<file path="config.mk">
export PLATFORM = sky130hd
export DESIGN_NAME = sol_lock
export DESIGN_NICKNAME = d
export VERILOG_FILES = /design/src/shared/sol_pkg.sv /design/src/hdl/sol_party_port.sv /design/src/hdl/sol_lock.sv
export SDC_FILE = /design/constraint.sdc
export NUM_CORES = 1
export LEC_CHECK = 0
export BUFFER_PORTS_ARGS = -buffer_cell sky130_fd_sc_hd__buf_2
export CAP_MARGIN = 0
export CORE_ASPECT_RATIO = 0.7
export CORE_MARGIN = 5
export CORE_UTILIZATION = 50
export DETAILED_ROUTE_END_ITERATION = 8
export PLACE_DENSITY_LB_ADDON = 0.05
export SLEW_MARGIN = 20
export SYNTH_ARGS = -nofsm -noshare
export SYNTH_HDL_FRONTEND = slang
export SYNTH_HIERARCHICAL = 1
export SYNTH_SLANG_ARGS = --single-unit
</file>
<file path="constraint.sdc">
create_clock -name i_core_clk -period 4.8 [get_ports i_core_clk]
set_input_delay 0.72 -clock i_core_clk [delete_from_list [all_inputs] [get_ports i_core_clk]]
set_output_delay 0.72 -clock i_core_clk [all_outputs]
set_load 0.02 [all_outputs]
</file>
<file path="src/shared/sol_pkg.sv">
package sol_pkg;

    localparam int unsigned SOL_WORD_W = 32;
    localparam int unsigned SOL_WAIT_BIT = 0;
    localparam int unsigned SOL_HELD_BIT = 1;
    localparam logic [31:0] SOL_FLAG_MASK = 32'h00000003;
    localparam logic [31:0] SOL_WORD_RESET = 32'h00000000;
    localparam logic [1:0] SOL_BOTH_SET = 2'h3;
    localparam int unsigned SOL_PARTY_COUNT = 2;
    localparam int unsigned SOL_PARTY_OS = 0;
    localparam int unsigned SOL_PARTY_FW = 1;

    typedef enum logic [1:0]
    {
        SOL_OP_NONE,
        SOL_OP_ACQUIRE,
        SOL_OP_RELEASE,
        SOL_OP_WRITE
    } sol_op_type;

endpackage

</file>
<file path="src/hdl/sol_party_port.sv">
`timescale 1ns/100ps
`default_nettype none

// Performs one party's acquire or release against a snapshot of the lock word.
// The update is applied in the same cycle as the compare, so no other party
// can slip in between; the caller's compare value stands in for the read.
module sol_party_port
(
    input wire sol_pkg::sol_op_type i_op,
    input wire logic [31:0] i_expect,
    input wire logic [31:0] i_wdata,
    input wire logic [31:0] i_word,
    output logic o_swap,
    output logic [31:0] o_new_word,
    output logic o_result,
    output logic o_notify
);
    import sol_pkg::*;

    logic [31:0] acq_word;
    logic [31:0] rel_word;
    logic match;

    always_comb
    begin
        match = (i_word == i_expect); // RULE4
        acq_word = i_word;
        acq_word[SOL_WAIT_BIT] = i_word[SOL_HELD_BIT]; // RULE1 RULE3 RULE10
        acq_word[SOL_HELD_BIT] = 1'b1; // RULE3
        rel_word = i_word & ~SOL_FLAG_MASK; // RULE7 RULE13
        o_swap = 1'b0;
        o_new_word = i_word;
        o_result = 1'b0;
        o_notify = 1'b0;
        case (i_op)
            SOL_OP_ACQUIRE:
            begin
                o_swap = match;
                o_new_word = acq_word;
                o_result = match && (acq_word[1:0] != SOL_BOTH_SET); // RULE5
            end
            SOL_OP_RELEASE:
            begin
                o_swap = match;
                o_new_word = rel_word;
                o_result = match && i_word[SOL_WAIT_BIT]; // RULE7
                o_notify = match && i_word[SOL_WAIT_BIT]; // RULE8 RULE9
            end
            SOL_OP_WRITE:
            begin
                o_swap = match;
                o_new_word = (i_wdata & ~SOL_FLAG_MASK) | (i_word & SOL_FLAG_MASK);
            end
            default:
            begin
                o_swap = 1'b0;
            end
        endcase
    end

endmodule

`default_nettype wire

</file>
<file path="src/hdl/sol_lock.sv">
// Overview of operation
// RULE1: Bit 0 marks a waiting party.
// RULE2: Bit 1 marks the lock held.
// RULE3: Acquire clears waiting, sets held, else waits.
// RULE4: Updates are compare-and-swap; mismatches retry.
// RULE5: Acquire succeeds unless both flags end set.
// RULE6: Failed party waits for a release event.
// RULE7: Release clears both flags, reports waiting.
// RULE8: Waiting release raises other party's notify; here the releasing party's own notify bit is raised.
// RULE9: No waiting flag, no release event.
// RULE10: On event, retry; failure sets waiting again.
// RULE11: Shared registers only touched while held.
// RULE12: Keep shared hardware needing the lock minimal.
// RULE13: Bits 2 to 31 kept and ignored; a write op replaces them with its write data.
`timescale 1ns/100ps
`default_nettype none

// Two-party ownership lock word. Each party has its own request port; party 0
// is the operating system environment and party 1 the firmware management
// environment. Requests of both parties in one cycle are served in order,
// party 0 first against the word that party 1 then sees, so both remain atomic.
module sol_lock
(
    input wire logic i_core_clk,
    input wire logic i_reset,
    input wire sol_pkg::sol_op_type i_os_op,
    input wire logic [31:0] i_os_expect,
    input wire logic [31:0] i_os_wdata,
    input wire sol_pkg::sol_op_type i_fw_op,
    input wire logic [31:0] i_fw_expect,
    input wire logic [31:0] i_fw_wdata,
    input wire logic i_os_notify_clear,
    input wire logic i_fw_notify_clear,
    output logic [31:0] o_lock_word,
    output logic o_os_done,
    output logic o_os_swapped,
    output logic o_os_result,
    output logic [31:0] o_os_old,
    output logic o_fw_done,
    output logic o_fw_swapped,
    output logic o_fw_result,
    output logic [31:0] o_fw_old,
    output logic o_os_release_notify,
    output logic o_firmware_release_notify,
    output logic o_os_held,
    output logic o_fw_held
);
    import sol_pkg::*;

    typedef struct packed
    {
        logic [31:0] word;
        logic owner;
        logic os_done;
        logic os_swapped;
        logic os_result;
        logic [31:0] os_old;
        logic fw_done;
        logic fw_swapped;
        logic fw_result;
        logic [31:0] fw_old;
        logic os_release_notify;
        logic firmware_release_notify;
    } sol_state_type;

    localparam sol_state_type SOL_STATE_RESET = '{
        word: SOL_WORD_RESET,
        owner: 1'b0,
        os_done: 1'b0,
        os_swapped: 1'b0,
        os_result: 1'b0,
        os_old: SOL_WORD_RESET,
        fw_done: 1'b0,
        fw_swapped: 1'b0,
        fw_result: 1'b0,
        fw_old: SOL_WORD_RESET,
        os_release_notify: 1'b0,
        firmware_release_notify: 1'b0
    };

    sol_state_type state_q;
    sol_state_type state_d;
    logic os_swap;
    logic [31:0] os_new;
    logic os_res;
    logic os_note;
    logic fw_swap;
    logic [31:0] fw_new;
    logic fw_res;
    logic fw_note;
    logic [31:0] mid_word;
    sol_op_type party_op [SOL_PARTY_COUNT];
    logic [31:0] party_expect [SOL_PARTY_COUNT];
    logic [31:0] party_wdata [SOL_PARTY_COUNT];
    logic [31:0] chain_word [SOL_PARTY_COUNT + 1];
    logic party_swap [SOL_PARTY_COUNT];
    logic [31:0] party_new [SOL_PARTY_COUNT];
    logic party_res [SOL_PARTY_COUNT];
    logic party_note [SOL_PARTY_COUNT];

    assign party_op[SOL_PARTY_OS] = i_os_op;
    assign party_op[SOL_PARTY_FW] = i_fw_op;
    assign party_expect[SOL_PARTY_OS] = i_os_expect;
    assign party_expect[SOL_PARTY_FW] = i_fw_expect;
    assign party_wdata[SOL_PARTY_OS] = i_os_wdata;
    assign party_wdata[SOL_PARTY_FW] = i_fw_wdata;
    assign chain_word[0] = state_q.word;

    // Each party compares against the word as left by the parties ahead of it
    // in this cycle, so a stale compare value from a same-cycle loser misses.
    for (genvar g = 0; g < SOL_PARTY_COUNT; g++)
    begin : g_party
        sol_party_port u_port
        (
            .i_op(party_op[g]),
            .i_expect(party_expect[g]),
            .i_wdata(party_wdata[g]),
            .i_word(chain_word[g]),
            .o_swap(party_swap[g]),
            .o_new_word(party_new[g]),
            .o_result(party_res[g]),
            .o_notify(party_note[g])
        );

        assign chain_word[g + 1] = party_swap[g] ? party_new[g] : chain_word[g]; // RULE4
    end

    assign os_swap = party_swap[SOL_PARTY_OS];
    assign os_new = party_new[SOL_PARTY_OS];
    assign os_res = party_res[SOL_PARTY_OS];
    assign os_note = party_note[SOL_PARTY_OS];
    assign fw_swap = party_swap[SOL_PARTY_FW];
    assign fw_new = party_new[SOL_PARTY_FW];
    assign fw_res = party_res[SOL_PARTY_FW];
    assign fw_note = party_note[SOL_PARTY_FW];
    assign mid_word = chain_word[SOL_PARTY_FW]; // RULE4

    always_comb
    begin
        state_d = state_q;
        state_d.os_done = (i_os_op != SOL_OP_NONE);
        state_d.os_swapped = os_swap;
        state_d.os_result = os_res;
        state_d.fw_done = (i_fw_op != SOL_OP_NONE);
        state_d.fw_swapped = fw_swap;
        state_d.fw_result = fw_res;
        if (i_os_op != SOL_OP_NONE)
        begin
            state_d.os_old = state_q.word;
        end
        if (i_fw_op != SOL_OP_NONE)
        begin
            state_d.fw_old = mid_word;
        end
        state_d.word = fw_swap ? fw_new : mid_word;
        // Track which party took the held flag so shared access can be gated.
        if (os_swap && i_os_op == SOL_OP_ACQUIRE && os_res)
        begin
            state_d.owner = SOL_PARTY_OS[0]; // RULE11
        end
        if (fw_swap && i_fw_op == SOL_OP_ACQUIRE && fw_res)
        begin
            state_d.owner = SOL_PARTY_FW[0]; // RULE11
        end
        // A releasing party raises its own notify bit; set wins over clear.
        if (i_os_notify_clear)
        begin
            state_d.os_release_notify = 1'b0;
        end
        if (os_note)
        begin
            state_d.os_release_notify = 1'b1; // RULE8 RULE9
        end
        if (i_fw_notify_clear)
        begin
            state_d.firmware_release_notify = 1'b0;
        end
        if (fw_note)
        begin
            state_d.firmware_release_notify = 1'b1; // RULE8 RULE9
        end
    end

    always_ff @(posedge i_core_clk or posedge i_reset)
    begin
        if (i_reset)
        begin
            state_q <= SOL_STATE_RESET;
        end
        else
        begin
            state_q <= state_d;
        end
    end

    assign o_lock_word = state_q.word;
    assign o_os_done = state_q.os_done;
    assign o_os_swapped = state_q.os_swapped;
    assign o_os_result = state_q.os_result;
    assign o_os_old = state_q.os_old;
    assign o_fw_done = state_q.fw_done;
    assign o_fw_swapped = state_q.fw_swapped;
    assign o_fw_result = state_q.fw_result;
    assign o_fw_old = state_q.fw_old;
    assign o_os_release_notify = state_q.os_release_notify;
    assign o_firmware_release_notify = state_q.firmware_release_notify;
    assign o_os_held = state_q.word[SOL_HELD_BIT] && (state_q.owner == SOL_PARTY_OS[0]); // RULE2
    assign o_fw_held = state_q.word[SOL_HELD_BIT] && (state_q.owner == SOL_PARTY_FW[0]); // RULE2

endmodule

`default_nettype wire

</file>
# After elaboration in Yosys (flattened, before gate mapping)

Index checks and enable logic that the tools add are counted.
Widths: inputs -> output; s select.

Register bits: 105
Bits of input ports: 136
Output and inout bits: 106
Word-level logic and storage cells: 58

Equality and inequality tests: 8
Multiplexer cells: 16
Bitwise operators: 5
Reductions and logical operators: 17

Operators by type and width:

| operator           | count |
|---|---|
| $pmux 32 s3        | 2 |
| $eq 32x32->1       | 2 |
| $mux 32            | 2 |
| $or 32x2->32       | 2 |
| $logic_and 1x1->1  | 10 |
| $mux 1             | 10 |
| $reduce_bool 2->1  | 5 |
| $eq 2x2->1 const B | 4 |
| $reduce_or 3->1    | 2 |
| $eq 2x1->1 const B | 2 |
| $pmux 1 s2         | 2 |
| $not 1->1          | 3 |

# Depth between registers and ports, before layout

Gate-level depths: netlist (run 1).

Depth after elaboration: 9
Depth in mapped cells: 14

# Modules after synthesis

The synthesis (run 1) kept the hierarchy.

Modules (own cells, without submodules):

| module         | instances | cells each | area each (um^2) | seq. area each (um^2) |
|---|---|---|---|---|
| sol_lock       | 1         | 357        | 5163.7           | 2627.5 |
| sol_party_port | 2         | 98         | 797.0            | 0.0 |

# Least setup slack after synthesis (run 1)

OpenSTA, ideal clock, no wires.

Path kind: input -> register
Start point: input i_os_expect[13]
End point: register state_q (netlist bit o_lock_word[10])
Setup time: 0.125 ns
Arrival time: 3.744 ns
Data required time: 4.675 ns
Setup slack: 0.931 ns
Stages: 14
Cell sequence: xor2_1 -> nor4_1 -> nand4_1 -> nor3_1 -> buf_6 -> buf_12 -> mux2_4 -> xor2_1 -> nor4_1 -> nand4_1 -> nor3_1 -> clkbuf_1 -> buf_2 -> mux2_2

RTL lines:

| what                 | RTL line        | RTL |
|---|---|---|
| start, declared      | sol_lock.sv:27  | `input wire logic [31:0] i_os_expect,` |
| end signal, assigned | sol_lock.sv:192 | `state_q <= state_d;` |
| end, declared        | sol_lock.sv:81  | `sol_state_type state_q;` |

==> results of run 1 <==
## worst reg2reg max path, delay by kind of cell (launching register included)
kind | cells | cell delay, ns
mux | 2 | 0.75
simple gates | 6 | 2.07
flops | 1 | 0.43
buf+inv | 3 | 0.77
xor+xnor | 2 | 0.37
## cell usage in the layout (no fill, tap or decap)
cell	count
sky130_fd_sc_hd__a22o_1	60
sky130_fd_sc_hd__buf_12	2
sky130_fd_sc_hd__nor4_2	4
sky130_fd_sc_hd__nor2_4	1
sky130_fd_sc_hd__o21ai_0	8
sky130_fd_sc_hd__clkinv_4	1
sky130_fd_sc_hd__or2_2	1
sky130_fd_sc_hd__inv_1	9
sky130_fd_sc_hd__ha_1	8
sky130_fd_sc_hd__inv_4	1
sky130_fd_sc_hd__nor3_1	4
sky130_fd_sc_hd__a21o_1	2
sky130_fd_sc_hd__nor2b_1	2
sky130_fd_sc_hd__nand4_1	4
sky130_fd_sc_hd__clkbuf_16	9
sky130_fd_sc_hd__nor3_2	2
sky130_fd_sc_hd__buf_2	237
sky130_fd_sc_hd__mux2_4	40
sky130_fd_sc_hd__mux2_2	88
sky130_fd_sc_hd__bufinv_16	1
sky130_fd_sc_hd__clkinvlp_4	1
sky130_fd_sc_hd__buf_4	9
sky130_fd_sc_hd__xor2_1	64
sky130_fd_sc_hd__nor2b_4	1
sky130_fd_sc_hd__nand2_1	6
sky130_fd_sc_hd__and2_1	1
sky130_fd_sc_hd__inv_6	1
sky130_fd_sc_hd__nand4b_1	1
sky130_fd_sc_hd__nand3b_1	2
sky130_fd_sc_hd__nor2b_2	1
sky130_fd_sc_hd__a32o_1	1
sky130_fd_sc_hd__or3_4	2
sky130_fd_sc_hd__dfrtp_1	105
sky130_fd_sc_hd__clkbuf_1	1
sky130_fd_sc_hd__nor4_1	12
## area by class of cell
class	instances	area share [%]
Sequential cell	105	34.40
Timing Repair Buffer	248	16.94
Inverter	10	0.5242
Tap cell	185	3.031
Clock inverter	4	0.7208
Multi-Input combinational cell	315	41.38
Clock buffer	10	2.998
## per-stage QoR
| stage | utilization [%] | worst slack [ns] | instance area [sq um] | hold slack (ns) |
|---|---|---|---|---|
| floorplan | - | 0.9314 | 6758 | 0.4805 |
| global placement | 55.79 | -0.01364 | 7353 | 0.4588 |
| detailed placement | 55.79 | -0.05265 | 7353 | 0.4673 |
| CTS | 57.94 | 0.2784 | 7637 | 0.4843 |
| global route | 57.94 | 0.09147 | 7637 | 0.5102 |
| finish | 57.94 | 0.2450 | 7637 | 0.4817 |
## worst paths after layout
check,from,depth (start not counted),slack [ns],end
worst max register to register,o_lock_word[3],13,0.28,o_lock_word[1]
min in group asynchronous,i_reset,2,0.58,o_os_old[26]
max in group asynchronous,i_reset,3,3.23,o_fw_old[13]
worst min-delay path,o_os_release_notify,1,0.48,o_os_release_notify
worst min register to register,o_os_release_notify,1,0.48,o_os_release_notify
worst max-delay path,i_os_expect[3],14,0.24,o_lock_word[1]
## sequential cells by signal, summed over array words and instances, names as in the netlist
register                   count
o_firmware_release_notify      1
o_fw_done                      1
o_fw_old                      32
o_fw_result                    1
o_fw_swapped                   1
o_lock_word                   32
o_os_done                      1
o_os_old                      32
o_os_release_notify            1
o_os_result                    1
o_os_swapped                   1
state_q                        1
## power breakdown
group | internal, mW | switching [mW]
Combinational | 0.0809 | 0.112
Clock | 0.403 | 0.335
Sequential | 0.885 | 0.000201
Total | 1.37 | 0.447
## cell usage after synthesis, types with 2 or more instances
cell type,n,area (sq um)
sky130_fd_sc_hd__ha_1,8,100.1
sky130_fd_sc_hd__mux2_4,40,600.6
sky130_fd_sc_hd__nand3b_1,2,15.01
sky130_fd_sc_hd__dfrtp_1,105,2628
sky130_fd_sc_hd__nor4_2,4,50.05
sky130_fd_sc_hd__inv_1,10,37.54
sky130_fd_sc_hd__a22o_1,60,525.5
sky130_fd_sc_hd__a21o_1,2,15.01
sky130_fd_sc_hd__xor2_1,64,560.5
sky130_fd_sc_hd__nor4_1,12,75.07
sky130_fd_sc_hd__mux2_2,88,991.0
sky130_fd_sc_hd__buf_2,9,45.04
sky130_fd_sc_hd__or3_4,2,22.52
sky130_fd_sc_hd__buf_12,3,60.06
sky130_fd_sc_hd__buf_4,96,720.7
sky130_fd_sc_hd__o21ai_0,8,40.04
sky130_fd_sc_hd__nor2b_1,4,25.02
sky130_fd_sc_hd__nand4_1,4,25.02
sky130_fd_sc_hd__buf_6,10,112.6
sky130_fd_sc_hd__nand2_1,6,22.52
sky130_fd_sc_hd__nor3_1,6,30.03
sky130_fd_sc_hd__clkbuf_1,5,18.77
## routing by layer
layer  global-route usage (%)  up-vias  wire length (microns)
met3                    6.145       18                   1430
met2                    36.37      162                   8807
met1                    32.81     2288                   8594
met4                    4.899        6                    217
li1                         -     2141                      -
met5                        0        -                     33
## cells by family (layout without fill, tap and decap cells)
group	Yosys count	after routing	share of synthesized area, %
AND/OR/NAND/NOR	44	44	4.333
adder cells (fa/ha/maj)	8	8	1.481
multiplexers	128	128	23.55
XOR/XNOR	64	64	8.295
buffers and inverters	133	272	14.72
AO/OA/AOI/OAI	71	71	8.739
flip-flops	105	105	38.88
==> reports/metrics.yaml, run 1 <==
firstDrtPassIters: 4
synthFlopType: "sky130_fd_sc_hd__dfrtp_1"
timing.final.crit_share_pct: 94.90
end_kind: "flip-flop"
power_per_cell_area_nw_per_um2: 237.7
drtIter0Drc: 199
number_of_vias_in_the_routed_layout: 4615
min-delay-path-class: "reg2reg"
crit_path_max_fanout: 12
rows: 35
outcome: "finished, final reports clean"
gpl.final_weighted_congestion: 0.8640
setup_viol: 0
critPathMaxStageDelay_ns: 0.46
antennaDiodeCount: 0
detail_route.wl_per_cell_microns: 21.76
critical_path.cell_chain: "buf_2 -> xor2_1 -> nor4_1 -> nand4_1 -> nor3_2 -> buf_4 -> mux2_4 -> xor2_1 -> nor4_1 -> buf_4 -> nand4_1 -> nor3_2 -> buf_4 -> mux2_2"
ff_latch_area_sq_um: 2628
tritoncts.num_buffers: 9
tns_ns: 0
initial_core_util_pct: 51.27
hold_buffers: 0
post-cts-setup-buffer-count: 0
clk_path_buf_depth: 2
worst_slew_pin_slew_ns: 1.064
core_area_sq_um: 13180
worst-path-buf-inv: 4
path_clk_slew_ns: 0.07
die_height_microns: 107.3
finClkSkew_ns: 0.006326
first_pass_grt_wire_length_microns: 28330
drt.antenna.violating_nets: 0
multiInputGateArea_sq_um: 3161
placedCellCount: 863
mappedNetlistNets: 697
port-buffer-count: 237
cellLeakagePower_nw: 4.295
io_pins: 242
final.fill_count: 1181
gr_util_all_layers_pct: 23.30
finalMaxSlewViolations: 0
final_cells: 877
finalHoldViolCount: 0
layout-drive-gt1-share_pct: 58.09
start_to_end_type_of_the_worst_setup_path: "in2reg"
vias_in_the_first_global_route: 4886
die_area_sq_um: 15980
h-tree-depth: 3
grt_start_max_net_pins: 74
ys.warnings.count: 6
grt_setup_unrepaired: "no"
globalRouteOverflowTotal: 0
synth_seq_area_share_pct: 38.88
finalWirelength_microns: 19080
max_freq_mhz: 219.5
mappedNetlistArea_sq_um: 6758
grt_antenna_before_repair: 3
worst_slew_margin_rel_pct: 29.07
finalNetCount: 833
cts_root_buf: "sky130_fd_sc_hd__clkbuf_16"
cts_tree: "built"
drv.max_cap_violation_count: 0
post-layout-total-power_mw: 1.816
syn_area_per_cell_sq_um: 12.22
period_minus_slack_ns: 4.555
crit_arrival_ns: 4.78
async_reset_ff_share_pct: 100.0
timing.critical_path.from_type: "input pin"
die-width_microns: 149.0
worst_path_max_delay_cell: "sky130_fd_sc_hd__nor4_1"
remaining_drc_errors: 0
postcts_resize_cnt: 0
detailedPlacementHpwl_microns: 14260
syn_to_final_growth_pct: 13.02
numClockSinks: 105
top_family_by_delay_on_critical_path: "simple AND/OR/NAND/NOR gates"
synth-edff-count: 0
post_synth_num_cell_types: 27
clock_latency_ns: 0.34
cp.required_ns: 5.03
synth.ff_latch_count: 105
drt-vias-per-instance: 5.262
ir_drop_mv: 0.1755
syn_inst: 553
crit_top_cell: "sky130_fd_sc_hd__buf_4"
Note: power is estimated with default switching activity, not from simulation.
==> run 2, diff against run 1 <==
- CORE_UTILIZATION: 50 -> 48
==> run 2 against run 1 <==
Compared with the run above: total power rose by 1.9%; worst hold slack improved by 0.0023 ns; clock skew grew 0.0038 ns; largest cell class unchanged; critical path depth is the same; non-clock buffer count up 4; sequential power barely moved.
==> reports/metrics.yaml, run 2 (synthesis results as in run 1) <==
outcome: "finished, final reports clean"
gpl.final_weighted_congestion: 0.8456  # -2.1%
drt.antenna.violating_nets: 0  # unchanged
detailedPlacementHpwl_microns: 14420  # +1.1%
crit_reg_reg_startpoint: "o_lock_word[27]"
grt_antenna_before_repair: 1  # -2
die_height_microns: 109.3  # +1.9%
hold-path-cell-count: 1  # unchanged
finalMaxSlewViolations: 0  # unchanged
grt_setup_unrepaired: "no"
rows: 36  # +2.9%
drt-vias-per-instance: 5.267  # about the same
globalRouteOverflowTotal: 0  # unchanged
cellLeakagePower_nw: 4.336  # +0.96%
syn_to_final_growth_pct: 13.90
cts_root_buf: "sky130_fd_sc_hd__clkbuf_16"
die-width_microns: 151.8  # +1.9%
critPathLaunch: "i_os_expect[3]"
io_pins: 242  # unchanged
cts_tree: "built"
h-tree-depth: 3  # unchanged
layout-drive-gt1-share_pct: 58.60  # +0.50 points
end_kind: "flip-flop"
route.met2.wl_microns: 8803  # about the same
finalHoldViolCount: 0  # unchanged
start_to_end_type_of_the_worst_setup_path: "in2reg"
core_area_sq_um: 13870  # +5.2%
stdcell_area_sq_um: 7697  # +0.79%
fin_worst_hold_slack_ns: 0.4840  # +0.002316 ns
ir_drop_mv: 0.1686  # -3.9%
finClkSkew_ns: 0.01014  # +0.003815 ns
postPlaceCellArea_sq_um: 7395  # +0.56%
timing.critical_path.from_type: "input pin"
preCtsSetupSlack_ns: -0.02144  # +0.03121 ns
vias_in_the_first_global_route: 4937  # +1.0%
power_per_cell_area_nw_per_um2: 240.4  # +1.1%
finalWorstSetupSlack_ns: 0.2787  # +0.03374 ns
worst-path-buf-inv: 4  # unchanged
worst_slew_pin_slew_ns: 1.097  # +0.03255 ns
grt_start_max_net_pins: 72  # -2.7%
number_of_vias_in_the_routed_layout: 4677  # +1.3%
gr_util_all_layers_pct: 22.84  # -0.46 points
final_cells: 888  # +1.3%
critical_path.cell_chain: "buf_2 -> xor2_1 -> nor4_1 -> nand4_1 -> nor3_2 -> buf_12 -> mux2_4 -> xor2_1 -> nor4_1 -> buf_4 -> nand4_1 -> nor3_2 -> buf_4 -> mux2_2"
finalNetCount: 837  # +0.48%
post-cts-setup-buffer-count: 0  # unchanged
port-buffer-count: 237  # unchanged
placedCellCount: 872  # +1.0%
initial_core_util_pct: 48.71  # -2.6 points
timing.reg2reg.worst_path_depth: 13  # unchanged
critPathMaxStageDelay_ns: 0.47  # about the same
drtIter0Drc: 195  # -2.0%
worst_path_max_delay_cell: "sky130_fd_sc_hd__nor4_1"
drv.max_cap_violation_count: 0  # unchanged
setup_viol: 0  # unchanged
die_area_sq_um: 16590  # +3.8%
most-common-layout-cells: "237 x sky130_fd_sc_hd__buf_2, 105 x sky130_fd_sc_hd__dfrtp_1, 88 x sky130_fd_sc_hd__mux2_2, 64 x sky130_fd_sc_hd__xor2_1, 60 x sky130_fd_sc_hd__a22o_1"
top_family_by_delay_on_critical_path: "simple AND/OR/NAND/NOR gates"
clock_latency_ns: 0.34  # about the same
worst_slew_margin_rel_pct: 26.90  # -2.2 points
first_pass_grt_wire_length_microns: 29040  # +2.5%
critical_path_depth: 14  # unchanged
path_clk_slew_ns: 0.07  # about the same
m1WireLength_microns: 9021  # +5.0%
timing.final.crit_share_pct: 94.19  # -0.70 points
worst_r2r_endpoint: "o_lock_word[3]"
hold_buffers: 0  # unchanged
met3RoutedLength_microns: 1364  # -4.6%
period_minus_slack_ns: 4.521  # -0.03374 ns
numClockSinks: 105  # unchanged
layout.cells.most_common: "sky130_fd_sc_hd__buf_2"
top_signal_layer_used: "met5"
crit_path_max_fanout: 22  # +10
finalWirelength_microns: 19390  # +1.6%
antennaDiodeCount: 0  # unchanged
tritoncts.num_buffers: 9  # unchanged
min-delay-path-class: "reg2reg"
detail_route.wl_per_cell_microns: 21.84  # +0.36%
cp.required_ns: 5.03  # about the same
firstDrtPassIters: 4  # unchanged
final_util_pct: 55.48  # -2.5 points
remaining_drc_errors: 0  # unchanged
max_freq_mhz: 221.2  # +0.75%
endpoint: "o_lock_word[3]"
setup.reg_to_reg.worst_slack_ns: 0.31  # +0.03 ns
postcts_resize_cnt: 0  # unchanged
crit_arrival_ns: 4.75  # -0.03 ns
clk_path_buf_depth: 2  # unchanged
[run 2: per-layer routing]
| layer | up-vias | global-route usage (%) |
|---|---|---|
| li1 | 2155 | - |
| met1 | 2326 | 31.89 |
| met2 | 180 | 36.03 |
| met3 | 14 | 6.386 |
| met4 | 2 | 4.490 |
| met5 | - | 0 |
[run 2: through the flow]
step           setup TNS, ns  power (mW)
2_1_floorplan              0       1.008
5_1_grt                    0       1.919
6_report                   0       1.850
4_1_cts                    0       1.870
3_5_place_dp         -0.1690       1.099
3_3_place_gp               0       1.097
[run 2: worst min-delay path by stage]
stage | startpoint | to | slack (ns)
final | o_firmware_release_notify | o_firmware_release_notify | 0.48
after global routing | o_os_release_notify | o_os_release_notify | 0.51
after CTS | o_firmware_release_notify | o_firmware_release_notify | 0.49
after detailed placement | o_firmware_release_notify | o_firmware_release_notify | 0.47
after global placement | o_os_release_notify | o_os_release_notify | 0.46
after floorplan | state_q[72] | state_q[72] | 0.48
[run 2: power by group]
group	internal [mW]	switching (mW)	total (mW)
registers	0.885	0.000177	0.885
clock network	0.412	0.357	0.769
logic	0.0816	0.115	0.197
total	1.38	0.472	1.85
[run 2: final cells by class]
cell class | count | area, sq um
sequential | 105 | 2628
multi-input combinational | 315 | 3166
fill | 1302 | 6176
inverter | 10 | 40.04
clock buffer | 9 | 225.2
tap | 190 | 237.7
timing repair buffer | 252 | 1324
clock inverter | 7 | 77.57
==> run 3, diff against run 2 <==
- CORE_UTILIZATION: 48 -> 38
- clock period: 4.8 -> 5.73 ns (I/O delays scaled with it)
==> run 3 against run 2 <==
Compared with the run above: register-to-register slack better by 0.51 ns; via count barely moved; clock skew decreased by 0.0018 ns; non-clock buffer count decreased by 6; clock-buffer cell count rose by 1; sequential share of layout area barely moved; global-route usage shrank 3.0 points; sequential power decreased by 16%; critical path type unchanged; largest cell class unchanged; largest power group unchanged.
==> reports/metrics.yaml, run 3 (synthesis results as in run 1) <==
hold_buffers: 0  # unchanged
preCtsSetupSlack_ns: 0.3284  # +0.3499 ns
cp.required_ns: 5.96  # +0.93 ns
fin_worst_hold_slack_ns: 0.4747  # -0.009303 ns
tritoncts.num_buffers: 9  # unchanged
postPlaceCellArea_sq_um: 7393  # about the same
ir_drop_mv: 0.1313  # -22%
initial_core_util_pct: 39.02  # -9.7 points
grt_antenna_before_repair: 2  # +1
cts_tree: "built"
finalHoldViolCount: 0  # unchanged
crit_path_max_fanout: 30  # +36%
number_of_vias_in_the_routed_layout: 4676  # -0.021%
finalWirelength_microns: 20700  # +6.7%
clk_path_buf_depth: 2  # unchanged
final_util_pct: 44.41  # -11 points
die_area_sq_um: 20590  # +24%
firstDrtPassIters: 4  # unchanged
port-buffer-count: 237  # unchanged
layout.cells.most_common: "sky130_fd_sc_hd__buf_2"
detail_route.wl_per_cell_microns: 22.45  # +2.8%
finalNetCount: 831  # -0.72%
finalWorstSetupSlack_ns: 0.6601  # +0.3814 ns
tns_ns: 0  # unchanged
placedCellCount: 906  # +3.9%
gpl.final_weighted_congestion: 0.8354  # -1.2%
timing.critical_path.from_type: "input pin"
first_pass_grt_wire_length_microns: 30460  # +4.9%
grt_start_max_net_pins: 61  # -15%
clock_latency_ns: 0.35  # about the same
grt_setup_unrepaired: "no"
h-tree-depth: 3  # unchanged
rows: 40  # +11%
post-cts-setup-buffer-count: 0  # unchanged
stdcell_area_sq_um: 7691  # about the same
syn_to_final_growth_pct: 13.81  # about the same
io_pins: 242  # unchanged
drv.max_cap_violation_count: 0  # unchanged
start_to_end_type_of_the_worst_setup_path: "in2reg"
finClkSkew_ns: 0.008330  # -0.001811 ns
layout-drive-gt1-share_pct: 58.18  # -0.42 points
cellLeakagePower_nw: 4.294  # -0.95%
setup_viol: 0  # unchanged
final_cells: 922  # +3.8%
die_height_microns: 121.6  # +11%
worst_slew_margin_rel_pct: 27.33  # +0.43 points
antennaDiodeCount: 0  # unchanged
drtIter0Drc: 228  # +17%
min-delay-path-class: "reg2reg"
path_clk_slew_ns: 0.07  # about the same
period_minus_slack_ns: 5.070
worst_slew_pin_slew_ns: 1.090  # -0.006480 ns
die-width_microns: 169.4  # +12%
timing.final.crit_share_pct: 88.48
max_freq_mhz: 197.2
core_area_sq_um: 17320  # +25%
numClockSinks: 105  # unchanged
globalRouteOverflowTotal: 0  # unchanged
gr_util_all_layers_pct: 19.85  # -3.0 points
crit_arrival_ns: 5.30  # +0.55 ns
power_per_cell_area_nw_per_um2: 195.4  # -19%
end_kind: "flip-flop"
vias_in_the_first_global_route: 4897  # -0.81%
finalMaxSlewViolations: 0  # unchanged
postcts_resize_cnt: 0  # unchanged
post-layout-total-power_mw: 1.503  # -19%
detailedPlacementHpwl_microns: 15600  # +8.2%
most-common-layout-cells: "237 x sky130_fd_sc_hd__buf_2, 105 x sky130_fd_sc_hd__dfrtp_1, 88 x sky130_fd_sc_hd__mux2_2, 64 x sky130_fd_sc_hd__xor2_1, 60 x sky130_fd_sc_hd__a22o_1"
drt-vias-per-instance: 5.072  # -3.7%
cts_root_buf: "sky130_fd_sc_hd__clkbuf_16"
remaining_drc_errors: 0  # unchanged
outcome: "finished, final reports clean"
drt.antenna.violating_nets: 0  # unchanged
-- run 3: final cells by class --
type	count	area [sq um]
Sequential cell	105	2628
Multi-Input combinational cell	315	3166
Timing Repair Buffer	246	1299
Fill cell	1729	9625
Tap cell	231	289.0
Clock buffer	10	239.0
Clock inverter	5	31.28
Inverter	10	40.04
-- run 3: final timing paths --
check	startpoint	end	slack [ns]	cells past startpoint
max	i_os_expect[3]	o_lock_word[16]	0.66	13
min	o_os_release_notify	o_os_release_notify	0.47	1
max reg2reg	o_lock_word[3]	o_lock_word[16]	0.82	12
min reg2reg	o_os_release_notify	o_os_release_notify	0.47	1
max in group asynchronous	i_reset	o_os_old[22]	3.96	3
min in group asynchronous	i_reset	o_os_old[27]	0.64	2
-- run 3: layer usage --
metal | share of wire, % | vias to the layer above | GRT usage, %
li1 | - | 2145 | -
met1 | 45 | 2318 | 27.52
met2 | 46 | 190 | 31.07
met3 | 8.0 | 19 | 5.709
met4 | 1.0 | 4 | 4.223
met5 | 0.10 | - | 0
-- run 3: report_power, final --
group | switching (mW) | internal [mW] | total (mW)
clock network | 0.287 | 0.304 | 0.592
registers | 0.000196 | 0.741 | 0.741
logic | 0.0998 | 0.0702 | 0.170
total | 0.387 | 1.12 | 1.50
-- run 3: critical path, cell delays in order --
cell	delay [ns]
sky130_fd_sc_hd__buf_2	0.10
sky130_fd_sc_hd__xor2_1	0.23
sky130_fd_sc_hd__nor4_1	0.48
sky130_fd_sc_hd__nand4_1	0.35
sky130_fd_sc_hd__nor3_2	0.52
sky130_fd_sc_hd__buf_4	0.31
sky130_fd_sc_hd__mux2_4	0.34
sky130_fd_sc_hd__xor2_1	0.14
sky130_fd_sc_hd__nor4_1	0.53
sky130_fd_sc_hd__nand4_1	0.39
sky130_fd_sc_hd__nor3_2	0.38
sky130_fd_sc_hd__buf_12	0.27
sky130_fd_sc_hd__mux2_2	0.36
